===== src/hdl/clpt_map.svh =====
// Purpose: Offsets, field positions and reset values of the control list pointer tracker
// Assumes: Byte offsets from the controller base address, 8-bit offset decode
// Notes:   Definitions only
`ifndef CLPT_MAP_SVH
`define CLPT_MAP_SVH

// =====================================================================
// Register offsets
`define CLPT_OFF_CTRL_CUR   8'h24
`define CLPT_OFF_BULK_HEAD  8'h28

// =====================================================================
// Pointer field layout and reset values
`define CLPT_PTR_MSB        31
`define CLPT_PTR_LSB        4
`define CLPT_PTR_RST        28'h0000000
`define CLPT_PTR_END        28'h0000000
`define CLPT_RDATA_RST      32'h00000000

`endif


===== src/hdl/clpt_pkg.sv =====
// Purpose: Types and shared helpers of the control list pointer tracker
// Assumes: Pointer fields are 28 bits wide, descriptors 16-byte aligned
// Notes:   Nothing here is imported; users write clpt_pkg::name
package clpt_pkg;

  // =====================================================================
  // Register access request, one per clock
  typedef struct packed {
    logic        wr;
    logic        rd;
    logic [7:0]  addr;
    logic [31:0] wdata;
  } clpt_req_t;

  // Pointer processor states, one-hot
  typedef enum logic [1:0] {
    CLPT_IDLE = 2'b01,
    CLPT_LOAD = 2'b10
  } clpt_state_t;

  // Widen a pointer field to a bus word; reserved low nibble reads zero
  function automatic logic [31:0] clpt_ptr_word(input logic [27:0] ptr);
    clpt_ptr_word = {ptr, 4'h0};
  endfunction : clpt_ptr_word

endpackage : clpt_pkg


===== src/hdl/clpt_rd_mux.sv =====
// Purpose: Read data selection for the pointer registers
// Assumes: Offsets decoded on the full 8-bit offset
// Notes:   Purely combinational; the caller registers the result
`timescale 1ns/1ps
`include "clpt_map.svh"

module clpt_rd_mux (
  input  wire logic [7:0]  addr_in,
  input  wire logic [27:0] ctrl_cur_in,
  input  wire logic [27:0] bulk_head_in,
  output logic      [31:0] rdata_out
);

  // =====================================================================
  // Offset decode; unmapped offsets read as zero
  always_comb begin
    case (addr_in)
      `CLPT_OFF_CTRL_CUR:  rdata_out = clpt_pkg::clpt_ptr_word(ctrl_cur_in);
      `CLPT_OFF_BULK_HEAD: rdata_out = clpt_pkg::clpt_ptr_word(bulk_head_in);
      default:             rdata_out = `CLPT_RDATA_RST;
    endcase
  end

endmodule : clpt_rd_mux


===== src/hdl/clpt_tracker.sv =====
// Purpose: Holds and advances the control list current descriptor pointer, holds bulk head
// Assumes: List processor pulses ed_done_in once per served descriptor, with its link
// Notes:   Filled flag lives here; software sets it through clf_set_in, set beats clear
`timescale 1ns/1ps
`include "clpt_map.svh"

// Behaviour
// - after serving a descriptor, current pointer bits 31:4 step to the next one
// - a new frame resumes from the current pointer, never from the list head
// - at end of control list the filled flag is examined
// - flag set at end: load current from control head and clear the flag
// - flag clear at end: pointer and flag stay as they are
// - reset leaves the current pointer zero; zero marks end of control list
// - current register decodes at offset 24h, bits 3:0 reserved
// - bulk head register at offset 28h, read and write, reset zero
module clpt_tracker (
  input  wire logic                 clk_in,
  input  wire logic                 nrst_in,
  input  wire clpt_pkg::clpt_req_t  bus_req_in,
  output logic [31:0]               rdata_out,
  output logic                      rvalid_out,
  input  wire logic                 cle_in,
  input  wire logic                 clf_set_in,
  output logic                      clf_out,
  input  wire logic [31:0]          head_ptr_in,
  input  wire logic                 ed_done_in,
  input  wire logic [31:0]          next_ed_in,
  output logic [31:0]               cur_ptr_out,
  output logic                      list_end_out
);

  // =====================================================================
  // State
  clpt_pkg::clpt_state_t state_q;
  clpt_pkg::clpt_state_t state_d;
  logic [27:0]           cur_q;
  logic [27:0]           cur_d;
  logic [27:0]           bhead_q;
  logic [27:0]           bhead_d;
  logic                  clf_q;
  logic                  clf_d;
  logic [31:0]           rdata_q;
  logic [31:0]           rdata_d;
  logic                  rvalid_q;
  logic                  rvalid_d;
  logic                  end_q;
  logic                  end_d;
  logic                  at_end;
  logic                  wr_cur;
  logic                  wr_bhead;
  logic [31:0]           mux_word;

  // Zero pointer is the end of the control list
  assign at_end   = (cur_q == `CLPT_PTR_END);
  assign wr_cur   = bus_req_in.wr && (bus_req_in.addr == `CLPT_OFF_CTRL_CUR);
  assign wr_bhead = bus_req_in.wr && (bus_req_in.addr == `CLPT_OFF_BULK_HEAD);

  // =====================================================================
  // Pointer processor: advance, end-of-list check, head reload
  always_comb begin
    state_d = state_q;
    cur_d   = cur_q;
    clf_d   = clf_q;
    case (state_q)
      clpt_pkg::CLPT_IDLE: begin
        if (cle_in && at_end && clf_q) begin
          state_d = clpt_pkg::CLPT_LOAD;
        end else if (cle_in && ed_done_in && !at_end) begin
          cur_d = next_ed_in[`CLPT_PTR_MSB:`CLPT_PTR_LSB];
        end else if (wr_cur && !cle_in) begin
          // Enabled list owns the pointer; late software writes are dropped
          cur_d = bus_req_in.wdata[`CLPT_PTR_MSB:`CLPT_PTR_LSB];
        end
      end
      clpt_pkg::CLPT_LOAD: begin
        cur_d   = head_ptr_in[`CLPT_PTR_MSB:`CLPT_PTR_LSB];
        clf_d   = 1'b0;
        state_d = clpt_pkg::CLPT_IDLE;
      end
      default: begin
        state_d = clpt_pkg::CLPT_IDLE;
      end
    endcase
    // Software setting the flag in the clearing cycle must not be lost
    if (clf_set_in) begin
      clf_d = 1'b1;
    end
  end

  // No frame hook: the pointer simply persists between frames
  always_ff @(posedge clk_in) begin
    if (!nrst_in) begin
      state_q <= clpt_pkg::CLPT_IDLE;
      cur_q   <= `CLPT_PTR_RST;
      clf_q   <= 1'b0;
    end else begin
      state_q <= state_d;
      cur_q   <= cur_d;
      clf_q   <= clf_d;
    end
  end

  // =====================================================================
  // Bulk head register, always writable
  always_comb begin
    bhead_d = bhead_q;
    if (wr_bhead) begin
      bhead_d = bus_req_in.wdata[`CLPT_PTR_MSB:`CLPT_PTR_LSB];
    end
  end

  always_ff @(posedge clk_in) begin
    if (!nrst_in) begin
      bhead_q <= `CLPT_PTR_RST;
    end else begin
      bhead_q <= bhead_d;
    end
  end

  // =====================================================================
  // Read path: sample the live registers, answer one cycle later
  clpt_rd_mux u_rd_mux (
    .addr_in      (bus_req_in.addr),
    .ctrl_cur_in  (cur_q),
    .bulk_head_in (bhead_q),
    .rdata_out    (mux_word)
  );

  always_comb begin
    rvalid_d = bus_req_in.rd;
    rdata_d  = bus_req_in.rd ? mux_word : `CLPT_RDATA_RST;
    end_d    = (cur_d == `CLPT_PTR_END);
  end

  always_ff @(posedge clk_in) begin
    if (!nrst_in) begin
      rdata_q  <= `CLPT_RDATA_RST;
      rvalid_q <= 1'b0;
      end_q    <= 1'b1;
    end else begin
      rdata_q  <= rdata_d;
      rvalid_q <= rvalid_d;
      end_q    <= end_d;
    end
  end

  // Outputs straight from flops
  assign rdata_out    = rdata_q;
  assign rvalid_out   = rvalid_q;
  assign clf_out      = clf_q;
  assign cur_ptr_out  = clpt_pkg::clpt_ptr_word(cur_q);
  assign list_end_out = end_q;

  // =====================================================================
  // Assertions
  a_step_next_ed: assert property (@(posedge clk_in) disable iff (!nrst_in)
    (state_q == clpt_pkg::CLPT_IDLE) && cle_in && ed_done_in && !at_end
    |=> cur_q == $past(next_ed_in[31:4]))
    else $error("pointer did not step to next descriptor");

  a_end_check: assert property (@(posedge clk_in) disable iff (!nrst_in)
    (state_q == clpt_pkg::CLPT_IDLE) && cle_in && at_end && clf_q
    |=> state_q == clpt_pkg::CLPT_LOAD)
    else $error("filled flag not acted on at list end");

  a_head_reload: assert property (@(posedge clk_in) disable iff (!nrst_in)
    (state_q == clpt_pkg::CLPT_LOAD) && !clf_set_in
    |=> (cur_q == $past(head_ptr_in[31:4])) && !clf_q)
    else $error("head reload or flag clear missing");

  a_end_hold: assert property (@(posedge clk_in) disable iff (!nrst_in)
    (state_q == clpt_pkg::CLPT_IDLE) && cle_in && at_end && !clf_q && !clf_set_in
    |=> at_end && !clf_q && (state_q == clpt_pkg::CLPT_IDLE))
    else $error("list end changed state without filled flag");

  a_wr_blocked: assert property (@(posedge clk_in) disable iff (!nrst_in)
    (state_q == clpt_pkg::CLPT_IDLE) && wr_cur && cle_in && !ed_done_in
    |=> $stable(cur_q))
    else $error("pointer written while list enabled");

  a_reset_zero: assert property (@(posedge clk_in)
    !nrst_in |=> (cur_q == 28'h0000000) && (bhead_q == 28'h0000000) && list_end_out)
    else $error("pointers not zero after reset");

  a_cur_read: assert property (@(posedge clk_in) disable iff (!nrst_in)
    bus_req_in.rd && (bus_req_in.addr == 8'h24)
    |=> rvalid_out && (rdata_out == {$past(cur_q), 4'h0}))
    else $error("current register read wrong");

  a_bulk_write: assert property (@(posedge clk_in) disable iff (!nrst_in)
    wr_bhead |=> bhead_q == $past(bus_req_in.wdata[31:4]))
    else $error("bulk head write lost");

  a_rsv_zero: assert property (@(posedge clk_in) disable iff (!nrst_in)
    rvalid_out |-> (rdata_out[3:0] == 4'h0) && (cur_ptr_out[3:0] == 4'h0))
    else $error("reserved bits not zero");

  // Pointer persists across frames; only a served descriptor, a write or a reload moves it
  a_frame_resume: assert property (@(posedge clk_in) disable iff (!nrst_in)
    (state_q == clpt_pkg::CLPT_IDLE) && !ed_done_in && !wr_cur
    && !(cle_in && at_end && clf_q) |=> $stable(cur_q))
    else $error("pointer moved with no descriptor event");

  // Disabled list: the processor has no say over the pointer
  a_off_no_step: assert property (@(posedge clk_in) disable iff (!nrst_in)
    (state_q == clpt_pkg::CLPT_IDLE) && !cle_in && ed_done_in && !wr_cur
    |=> $stable(cur_q))
    else $error("pointer stepped while list disabled");

  // Software set must survive a reload clear in the same cycle
  a_set_wins: assert property (@(posedge clk_in) disable iff (!nrst_in)
    clf_set_in |=> clf_out)
    else $error("filled flag set was lost");

  // Reload is a single cycle, so the list processor is never stalled for long
  a_load_once: assert property (@(posedge clk_in) disable iff (!nrst_in)
    (state_q == clpt_pkg::CLPT_LOAD) |=> (state_q == clpt_pkg::CLPT_IDLE))
    else $error("reload lasted more than one cycle");

  // End flag is registered from the next pointer, so it must track the pointer flop
  a_end_flag: assert property (@(posedge clk_in) disable iff (!nrst_in)
    list_end_out == (cur_q == 28'h0000000))
    else $error("list end flag disagrees with pointer");

  // Read answer only follows a read; idle bus shows zero data
  a_rd_idle: assert property (@(posedge clk_in) disable iff (!nrst_in)
    !bus_req_in.rd |=> !rvalid_out && (rdata_out == 32'h00000000))
    else $error("read answer without a read");

endmodule : clpt_tracker


===== config.mk =====
export PLATFORM = sky130hd
export DESIGN_NAME = clpt_tracker
export DESIGN_NICKNAME = d
export VERILOG_FILES = /design/src/hdl/clpt_pkg.sv /design/src/hdl/clpt_rd_mux.sv /design/src/hdl/clpt_tracker.sv
export VERILOG_INCLUDE_DIRS = /design/src /design/src/hdl
export SDC_FILE = /design/constraint.sdc
export NUM_CORES = 1
export LEC_CHECK = 0
export ABC_AREA = 0
export BUFFER_PORTS_ARGS = -buffer_cell sky130_fd_sc_hd__buf_2
export CAP_MARGIN = 20
export CORE_ASPECT_RATIO = 1.2
export CORE_MARGIN = 8
export CORE_UTILIZATION = 30
export CTS_CLUSTER_DIAMETER = 60
export DETAILED_ROUTE_END_ITERATION = 10
export PLACE_DENSITY_LB_ADDON = 0.05
export SETUP_SLACK_MARGIN = 0.02
export SYNTH_ARGS = -nofsm -noshare
export SYNTH_HDL_FRONTEND = slang
export SYNTH_SLANG_ARGS = --single-unit

===== constraint.sdc =====
create_clock -name clk_in -period 3.29 [get_ports clk_in]
set_input_delay 0 -clock clk_in [delete_from_list [all_inputs] [get_ports clk_in]]
set_output_delay 0 -clock clk_in [all_outputs]
set_load 0.05 [all_outputs]

Word-level counts from Yosys, hierarchy flattened

Index checks and enable logic that the tools add are counted.

Flip-flop bits (word level): 93
Input bits: 111
Word-level logic and storage cells: 32

Equality and inequality tests: 4
Mux-type cells: 7
Reductions and logical operators: 14

Operators by type and width:

| operator                                                        | number |
|---|---|
| 28-bit 2-to-1 mux                                               | 3 |
| 32-bit case mux with 2 select lines                             | 1 |
| 28-bit zero test                                                | 2 |
| 28-bit case mux with 2 select lines                             | 1 |
| 8-bit by 6-bit == test with 1-bit output, second input constant | 2 |
| 1-bit logical AND                                               | 7 |
| 2-bit AND reduction                                             | 2 |
| 2-bit by 1-bit == test with 1-bit output, second input constant | 1 |
| 2-bit == test, second input constant                            | 1 |
| 1-bit zero test                                                 | 2 |
| 1-bit 2-to-1 mux                                                | 2 |
| 2-bit nonzero test                                              | 1 |

Depth between registers and ports, before layout

Gate-level depths: netlist of run 1.

Word-level depth: 8
Depth in mapped cells: 11

Cells and area by module

Synthesis of run 1 repeated with hierarchy kept, for this count alone.

Cell total of the unflattened synthesis: 536
Area, all modules: 5134.9 um2

Modules (own cells, without submodules):

| module       | instances | cells an instance | area an instance (um2) |
|---|---|---|---|
| clpt_tracker | 1         | 427               | 4254.1 |
| clpt_rd_mux  | 1         | 109               | 880.8 |

Least setup slack after synthesis of run 1

Ideal clock, no wire load.

Kind: register -> register
Start: register cur_q[3]
End: register end_q, in the netlist list_end_out
Arrival time: 2806 ps
Data required time: 3194 ps
Slack: 388 ps
Cell stages (with the launch flop): 10
Path buffers: 1
Cell sequence: dfxtp_1 nor4_1 and4_1 a21oi_1 clkbuf_1 nand2b_1 a31oi_1 nand4_1 or4_1 o41ai_2

Longest elaborated chain between the ends: 7
Elaborated cells on any way between the ends: 10
Classes of those cells: 4 x mux; 6 x reduce/logical

RTL lines:

| item                                  | RTL line            | RTL |
|---|---|---|
| from (decl)                           | clpt_tracker.sv:36  | `logic [27:0] cur_q;` |
| from (signal assigned)                | clpt_tracker.sv:94  | `` cur_q <= `CLPT_PTR_RST; `` |
| from (signal assigned)                | clpt_tracker.sv:98  | `cur_q <= cur_d;` |
| 28-bit zero test (no line)            | n/a                 |  |
| 1-bit zero test                       | clpt_tracker.sv:68  | `end else if (cle_in && ed_done_in && !at_end) begin` |
| 1-bit logical AND                     | clpt_tracker.sv:68  |  |
| 28-bit 2-to-1 mux                     | clpt_tracker.sv:68  |  |
| 28-bit 2-to-1 mux                     | clpt_tracker.sv:66  | `if (cle_in && at_end && clf_q) begin` |
| 28-bit case mux with 2 select lines * | clpt_tracker.sv:64  | `case (state_q)` |
| 28-bit zero test (no line) *          | n/a                 |  |
| to (signal assigned)                  | clpt_tracker.sv:143 | `end_q <= end_d;` |
| to (decl)                             | clpt_tracker.sv:46  | `logic end_q;` |

Every way passes the cells marked *; elsewhere a longest branch is shown, timed or not.
A chain may end at the register's enable or synchronous reset.

Worst setup path after layout of run 1

Start: register cur_q[8]
End: register end_q, in the netlist list_end_out

The elaborated chain is that of the path after synthesis.

==> metrics.md, run 1 <==
| Metric | Value |
|---|---|
| Share of flip-flops with an asynchronous set or reset after synthesis | 0% |
| Share of post-route cells with drive strength above 1 | a little under a third |
| Portion of total power attributed to sequential cells | between 40% and 50% |
| Worst hold-check slack | 23.80 ps |
| Remaining max-slew budget at the tightest pin | between 50% and 60% |
| Worst r2r dst | list_end_out |
| Tcrit/Tclk final | between 90 and 100% |
| Count of maximum capacitance violations | 0 |
| R2R Path Start | cur_q[8] |
| Fin util | 42.19% |
| Growth of design area from synthesis to finish | 37.75% |
| Peak supply drop | approximately 180 uV |
| Clock insertion delay at the later pin of the skew report | roughly 340 ps |
| Post-Syn Area | roughly 0.0042 mm2 |
| Worst-path maximum fanout | 17 |
| Gate family responsible for the most delay along the worst path | simple AND/OR/NAND/NOR gates |
| Result of the run | finished, final reports clean |
| Cell at the root of the clock tree | sky130_fd_sc_hd__clkbuf_16 |
| Starting density of the core | around 31% |
| Placement row count | 47 |
| Crit path largest cell delay | about 500 ps |
| Slew @ Worst Pin | between 700 and 800 ps |
| Clock-pin transition on the worst setup and hold timing paths | about 60 ps |
| Total internal power | 1.904 mW |
| Number of iterations in the first detailed-routing pass | 4 |
| Type of the worst setup path | reg -> reg |
| Peak clock frequency supported by timing | 0.3272 GHz |
| Power dissipated by switching net loads | 0.7587 mW |
| Switching fraction of total power | between 20% and 30% |
| Post-route setup TNS | 0 ps |
| Total power divided by cell area | between 400 and 500 mW/mm2 |
| Library cell occupying the most area in the post-synthesis netlist | sky130_fd_sc_hd__dfxtp_1 |
| Count of boundary I/O pins | about 180 |
| Global router's overall resource usage | 17.83% |
| Primary flip-flop cell chosen by synthesis mapping | sky130_fd_sc_hd__dfxtp_1 |
| Period minus WS final | 3056 ps |
| Clock Skew | about 3.7 ps |
| Unrepaired setup endpoints after global routing | false |
| Detailed-route wire length | ~16000 um |
| Number of antenna violations at the first check in global routing | 3 |
| Remaining antenna violation count | 0 |
| Number of warnings reported in the yosys synthesis log | 0 |
| Proportion of synthesized chip area in sequential cells | a little over two fifths |
| Average size of a mapped cell | 8.745 um2 |
| Global-route wire length before repair | roughly 26000 um |
| PortBufs | between 150 and 200 |
| CTS H-tree depth | 3 |
| WP depth | 9 |
| Die X | approximately 120 um |
| Number of DRC violations after detailed-routing iteration 0 | roughly 240 |
| Leading cell types by total area after synthesis | sky130_fd_sc_hd__dfxtp_1 (42%), sky130_fd_sc_hd__mux2i_1 (5.9%), sky130_fd_sc_hd__a22oi_1 (5.7%), sky130_fd_sc_hd__a21boi_0 (5.3%), sky130_fd_sc_hd__nand2_1 (5.1%) |
| Die height | 146.1 um |
| Clock tree from TritonCTS | done |
| Worst reg-to-reg path cell count | 9 |
| Residual DRC count | 0 |
| Fraction of synthesized cell area taken by the top area cell type | 42.09% |
| Master of the slowest instance on the critical path | sky130_fd_sc_hd__or4_1 |
| Cells along the critical path | nor4_1 > and4_1 > and2_1 > a31oi_2 > buf_4 > a222oi_1 > nand4_1 > or4_1 > o41ai_2 |
| Hold Fails Final Rpt | 0 |
| Cell leakage power | around 2.7 nW |
| HP Class | in -> reg |
| Capture point of the worst path | list_end_out |
| Average detailed-routed wire length per instance | 19.59 um |
| Buffer depth of the longest clock path | 2 |
| Final setup margin | roughly 230 ps |
| Inserted Clock Buffers | 9 |
| Number of nets in the layout | 774 |
| Endpoint arrival time on the critical path | ~3300 ps |
| Cell area after placement | about 0.0052 mm2 |
| Most common cell in the synthesized netlist | sky130_fd_sc_hd__dfxtp_1 |
| Setup slack on the worst flop-to-flop path | about 230 ps |
| Detailed-route vias per instance | 5.097 |
| Core region area | 0.01382 mm2 |
| DIE AREA | 0.01818 mm2 |
| Final GP Congestion | between 0.8 and 0.9 |
| Proportion of power drawn by the clock network | approximately 40% |
| Post-CTS Setup Bufs | 0 |
| Via count of the first global-routing pass | approximately 4600 |
| Startpoint Class | flop |
| Req. time, crit path | 3540 ps |
| Final cell area excluding filler cells | between 0.005 and 0.006 mm2 |
| Count of different cell masters after synthesis | 44 |
| Total of flip-flops plus latches after synthesis | 89 |
| Fin. max-slew vios | 0 |
| Number of buffers and inverters on the critical path | 1 |
| Number of sinks on the clock net | just under 90 |
| Number of standard cells after synthesis | 484 |
| Setup violators final | 0 |
| Worst setup path start | cur_q[8] |
| Via total after detailed routing | about 4300 |
| Pin count of the biggest net entering global routing | 38 |
| Leftover overflow at the end of global routing | 0 |
| Worst Setup Slack post-DPL | about 200 ps |
| Half-perimeter wire length of the detailed placement result | roughly 12000 um |
| Worst setup EP type | flop |
| Number of enable flip-flop cells after synthesis | 0 |
| Relative contribution of combinational cells to total power | 16.7% |
| List of most frequent post-synthesis cells | sky130_fd_sc_hd__dfxtp_1 (89), sky130_fd_sc_hd__nand2_1 (58), sky130_fd_sc_hd__clkbuf_1 (33), sky130_fd_sc_hd__a22oi_1 (32), sky130_fd_sc_hd__nor2_1 (32) |
==> worst min path at each step <==
stage          slack [ps]             from  depth (start not counted)         to
6_report               20  head_ptr_in[23]                          4  cur_q[19]
2_1_floorplan         120       clf_set_in                          1    clf_out
4_1_cts                 7  head_ptr_in[23]                          4  cur_q[19]
3_5_place_dp          220       clf_set_in                          2    clf_out
3_3_place_gp          210       clf_set_in                          2    clf_out
5_1_grt                20  head_ptr_in[23]                          4  cur_q[19]
==> logic make-up after synthesis <==
family                   Yosys count  synth area share, %
buffers and inverters             50                5.409
AO/OA/AOI/OAI                    124                22.11
AND/OR/NAND/NOR                  189                22.64
other                              1              0.08859
flip-flops                        89                42.09
multiplexers                      29                7.065
adder cells (fa/ha/maj)            2               0.5911
==> tightest hold or removal path, stage by stage <==
cell,delay (ps)
sky130_fd_sc_hd__buf_2,70
sky130_fd_sc_hd__a22o_1,110
sky130_fd_sc_hd__a31oi_1,50
sky130_fd_sc_hd__nor2b_1,90
==> flip-flops by register name, summed over array words and instances (netlist names) <==
name and cells:
bhead_q 28, cur_q 28, rdata_out 28, state_q 2
clf_out 1, list_end_out 1, rvalid_out 1
==> layer usage <==
metal | part of all wire (%) | global-route usage, % | vias up
li1 | - | - | 2096
met1 | 44 | 21.91 | 1988
met2 | 46 | 28.49 | 161
met3 | 7.9 | 5.288 | 22
met4 | 2.1 | 7.182 | 4
met5 | 0.14 | 0 | -
==> through the flow <==
stage | instances | total power [mW]
after floorplan | 491 | 1.421
after global placement | 788 | 1.583
after detailed placement | 788 | 1.582
after CTS | 837 | 2.695
after global routing | 838 | 2.770
final | 838 | 2.663
==> power by group through the flow <==
stage,registers (mW),clock network [mW],logic [mW]
2_1_floorplan,1.25,0,0.170
3_3_place_gp,1.17,0,0.414
3_5_place_dp,1.17,0,0.413
4_1_cts,1.15,1.10,0.445
5_1_grt,1.15,1.14,0.477
6_report,1.15,1.07,0.445
==> placed cells by master (no fill, tap or decap), types with 2 or more instances in the layout <==
cell type                         n
sky130_fd_sc_hd__nand3_1         30
sky130_fd_sc_hd__a22o_1          15
sky130_fd_sc_hd__nor2b_1         25
sky130_fd_sc_hd__nor4_1           4
sky130_fd_sc_hd__nand4_1          6
sky130_fd_sc_hd__nor2_1          32
sky130_fd_sc_hd__o211a_1          3
sky130_fd_sc_hd__dlygate4sd3_1   33
sky130_fd_sc_hd__o211ai_1         2
sky130_fd_sc_hd__clkbuf_8         2
sky130_fd_sc_hd__mux2_2           3
sky130_fd_sc_hd__ha_1             2
sky130_fd_sc_hd__a222oi_1         2
sky130_fd_sc_hd__a22oi_1         32
sky130_fd_sc_hd__a221oi_1         3
sky130_fd_sc_hd__a221o_1          2
sky130_fd_sc_hd__a21o_1           2
sky130_fd_sc_hd__nand2b_1        16
sky130_fd_sc_hd__and2_1           5
sky130_fd_sc_hd__a211oi_1         2
sky130_fd_sc_hd__dfxtp_1         89
sky130_fd_sc_hd__nand2_1         58
sky130_fd_sc_hd__conb_1           8
sky130_fd_sc_hd__a21oi_1          6
sky130_fd_sc_hd__o21ai_0          3
sky130_fd_sc_hd__nor4_2           3
sky130_fd_sc_hd__o21a_1           2
sky130_fd_sc_hd__mux2i_1         25
sky130_fd_sc_hd__clkbuf_16        9
sky130_fd_sc_hd__a31oi_1         17
sky130_fd_sc_hd__inv_1            3
sky130_fd_sc_hd__buf_4           16
sky130_fd_sc_hd__or4_1            2
sky130_fd_sc_hd__buf_2          157
sky130_fd_sc_hd__a21boi_0        30
==> what timing repair did <==
item | CTS | global route
hold buffers | 33 | 0
endpoints found under the setup margin | 0 | 1
resized for setup | 0 | 3
hold endpoints to repair | 33 | 0
==> cell type report <==
cell class | count | area, um2
repair buffers | 206 | 1236
flip-flops and latches | 89 | 1782
diodes | 1 | 2.502
inverters | 3 | 11.26
fillers | 1417 | 7989
clock inverters | 4 | 51.30
well taps | 171 | 214.0
multi-input cells | 352 | 2277
clock buffers | 12 | 256.5
Power figures use the tool's default switching activity.
==> run 2: changes to the inputs <==
--- a/config.mk
+++ b/config.mk
@@ -15,6 +15,7 @@
 export CTS_CLUSTER_DIAMETER = 60
 export DETAILED_ROUTE_END_ITERATION = 10
 export PLACE_DENSITY_LB_ADDON = 0.05
+export REMOVE_ABC_BUFFERS = 1
 export SETUP_SLACK_MARGIN = 0.02
 export SYNTH_ARGS = -nofsm -noshare
 export SYNTH_HDL_FRONTEND = slang
==> run 2 against run 1 <==
  * Cell count grew 1.6%
  * Sequential power hardly changed
  * Clock skew grew 8.0 ps
  * First-iteration DRC count shrank 24%
  * Combinational power up 6.1%
  * Hold slack improved by 8.4 ps
  * Via count fell by 0.42%
  * Global-route usage down 0.45 points
  * Utilization rose by 0.92 points
  * Count of clock-buffer cells in the layout stayed put
  * Sequential cell count is the same
  * Setup slack improved by 47 ps
  * Critical path type unchanged
  * Largest cell class unchanged
  * Largest power group unchanged
==> metrics.md, run 2 (same netlist as run 1, synthesis figures left out) <==
| Metric | Value |
|---|---|
| Via total after detailed routing | 4253 (-0.42%) |
| Result of the run | finished, final reports clean |
| Placement row count | 47 (unchanged) |
| Detailed-route vias per instance | 4.998 (-1.9%) |
| PortBufs | 157 (unchanged) |
| Die height | 146.1 um (unchanged) |
| Cell leakage power | 2.765 nW (+3.0%) |
| Half-perimeter wire length of the detailed placement result | 11590 um (-2.9%) |
| GR Util met2 | 29.51% (+1.0 points) |
| Setup violators final | 0 (unchanged) |
| Leftover overflow at the end of global routing | 0 (unchanged) |
| Met1 layer usage reported by global route | 21.20% (-0.71 points) |
| Via count of the first global-routing pass | 4617 (+1.3%) |
| Fin. max-slew vios | 0 (unchanged) |
| Residual DRC count | 0 (unchanged) |
| Crit path largest cell delay | 550 ps (+50 ps) |
| Peak supply drop | 321.2 uV (+83%) |
| Number of DRC violations after detailed-routing iteration 0 | 179 (-24%) |
| Average detailed-routed wire length per instance | 19.05 um (-2.8%) |
| Number of iterations in the first detailed-routing pass | 5 (+1) |
| Count of maximum capacitance violations | 0 (unchanged) |
| DIE AREA | 0.01818 mm2 (unchanged) |
| Commonest cells after routing, fill and taps aside | sky130_fd_sc_hd__buf_2 (157), sky130_fd_sc_hd__dfxtp_1 (89), sky130_fd_sc_hd__nand2_1 (58), sky130_fd_sc_hd__dlygate4sd3_1 (33) |
| Number of antenna violations at the first check in global routing | 0 (-3) |
| Remaining max-slew budget at the tightest pin | 37.39% (-16 points) |
| Worst-path maximum fanout | 5 (-12) |
| Growth of design area from synthesis to finish | 40.76% |
| Clock-pin transition on the worst setup and hold timing paths | 70 ps (about the same) |
| Cell area after placement | 0.005289 mm2 (+2.3%) |
| Global-route wire length before repair | 25530 um (-1.8%) |
| Worst reg-to-reg path cell count | 10 (+1) |
| Final GP Congestion | 0.7601 (-6.1%) |
| Setup slack on the worst flop-to-flop path | 280 ps (+50 ps) |
| Slew @ Worst Pin | 935.0 ps (+231.8 ps) |
| Number of sinks on the clock net | 89 (unchanged) |
| Most heavily used metal layer in global routing | met2 |
| Gate family responsible for the most delay along the worst path | simple AND/OR/NAND/NOR gates |
| Cell at the root of the clock tree | sky130_fd_sc_hd__clkbuf_16 |
| WP depth | 10 (+1) |
| HP Class | in -> reg |
| Global-route track usage on met3 | 4.781% (-0.51 points) |
| Type of the worst setup path | reg -> reg |
| Startpoint Class | flop |
| Core region area | 0.01382 mm2 (unchanged) |
| Tcrit/Tclk final | 91.46% (-1.4 points) |
| Commonest non-fill, non-tap cell in the layout | sky130_fd_sc_hd__buf_2 |
| Total power divided by cell area | 447.8 mW/mm2 (-2.0%) |
| Global router's overall resource usage | 17.38% (-0.45 points) |
| Final cell area excluding filler cells | 0.005958 mm2 (+2.2%) |
| Number of cells on the worst hold path | 3 (-1) |
| Final setup margin | 281.0 ps (+47.14 ps) |
| Buffer depth of the longest clock path | 2 (unchanged) |
| Cells along the critical path | nor4_2 > buf_4 > and3_1 > a21o_4 > mux2_2 > a222oi_1 > buf_4 > nand4_1 > or4_1 > o41ai_2 |
| Clock tree from TritonCTS | done |
| Detailed-route wire length | 16210 um (-1.2%) |
| Pin count of the biggest net entering global routing | 60 (+58%) |
| Post-route setup TNS | 0 ps (unchanged) |
| Endpoint arrival time on the critical path | 3250 ps (-50 ps) |
| Unrepaired setup endpoints after global routing | false |
| Count of boundary I/O pins | 178 (unchanged) |
| Clock insertion delay at the later pin of the skew report | 330 ps (about the same) |
| Clock Skew | 11.65 ps (+7.997 ps) |
| Remaining antenna violation count | 0 (unchanged) |
| CTS H-tree depth | 3 (unchanged) |
| Hold Fails Final Rpt | 0 (unchanged) |
| Cell seen most often among critical-path stages | sky130_fd_sc_hd__buf_4 |
| Worst Setup Slack post-DPL | -49.10 ps (-245.5 ps) |
| Req. time, crit path | 3530 ps (about the same) |
| Peak clock frequency supported by timing | 0.3323 GHz (+1.6%) |
| Master of the slowest instance on the critical path | sky130_fd_sc_hd__or4_1 |
| Worst hold-check slack | 32.24 ps (+8.442 ps) |
| Number of nets in the layout | 789 (+1.9%) |
| Die X | 124.4 um (unchanged) |
| Number of buffers and inverters on the critical path | 2 (+1) |
| Starting density of the core | 30.63% (unchanged) |
| Antenna diodes | 0 (-1) |
| Share of post-route cells with drive strength above 1 | 31.76% (+1.6 points) |
| Worst setup EP type | flop |
| Period minus WS final | 3009 ps (-47.14 ps) |
| Inserted Clock Buffers | 9 (unchanged) |
run 2: worst reg2reg max path, delay by kind of cell (launching register included):
family          cells  cell delay [ps]
buf+inv             2              330
compound gates      3              720
flops               1              360
mux                 1              330
simple gates        4             1190
run 2: path summary, 6_finish.rpt:
check,start,endpoint
max,cur_q[13],list_end_out
min,head_ptr_in[9],cur_q[5]
max reg2reg,cur_q[13],list_end_out
min reg2reg,bhead_q[6],bhead_q[6]
run 2: report_power, final:
part	internal (mW)	switching, mW	total [mW]
clock	0.625	0.433	1.06
combinational	0.187	0.285	0.472
sequential	1.11	0.0330	1.14
total	1.92	0.751	2.67
run 2: final cells by class:
| class | count | area, um2 |
|---|---|---|
| Clock buffer | 12 | 256.5 |
| Clock inverter | 3 | 40.04 |
| Fill cell | 1429 | 7861 |
| Inverter | 3 | 11.26 |
| Multi-Input combinational cell | 352 | 2293 |
| Sequential cell | 89 | 1782 |
| Tap cell | 171 | 214.0 |
| Timing Repair Buffer | 221 | 1361 |
run 2: what timing repair did:
action,CTS,global route
hold buffers,33,0
buffers inserted,0,1
endpoints found under the setup margin,1,1
resized for setup,2,3
endpoints found under the hold margin,33,0
pin swaps,0,2
run 2: stage by stage:
step	std cells	power (mW)	util (%)
after floorplan	444	1.399	-
after global placement	802	1.602	38.27
after detailed placement	802	1.601	38.27
after CTS	850	2.696	42.90
after global routing	851	2.783	43.11
final	851	2.668	43.11
run 2: per-layer routing:
metal | share of wire (%) | vias to the layer above
met1 | 44 | 1995
met2 | 49 | 131
met5 | 0 | -
met3 | 6.6 | 13
li1 | - | 2114
met4 | 1.2 | 0
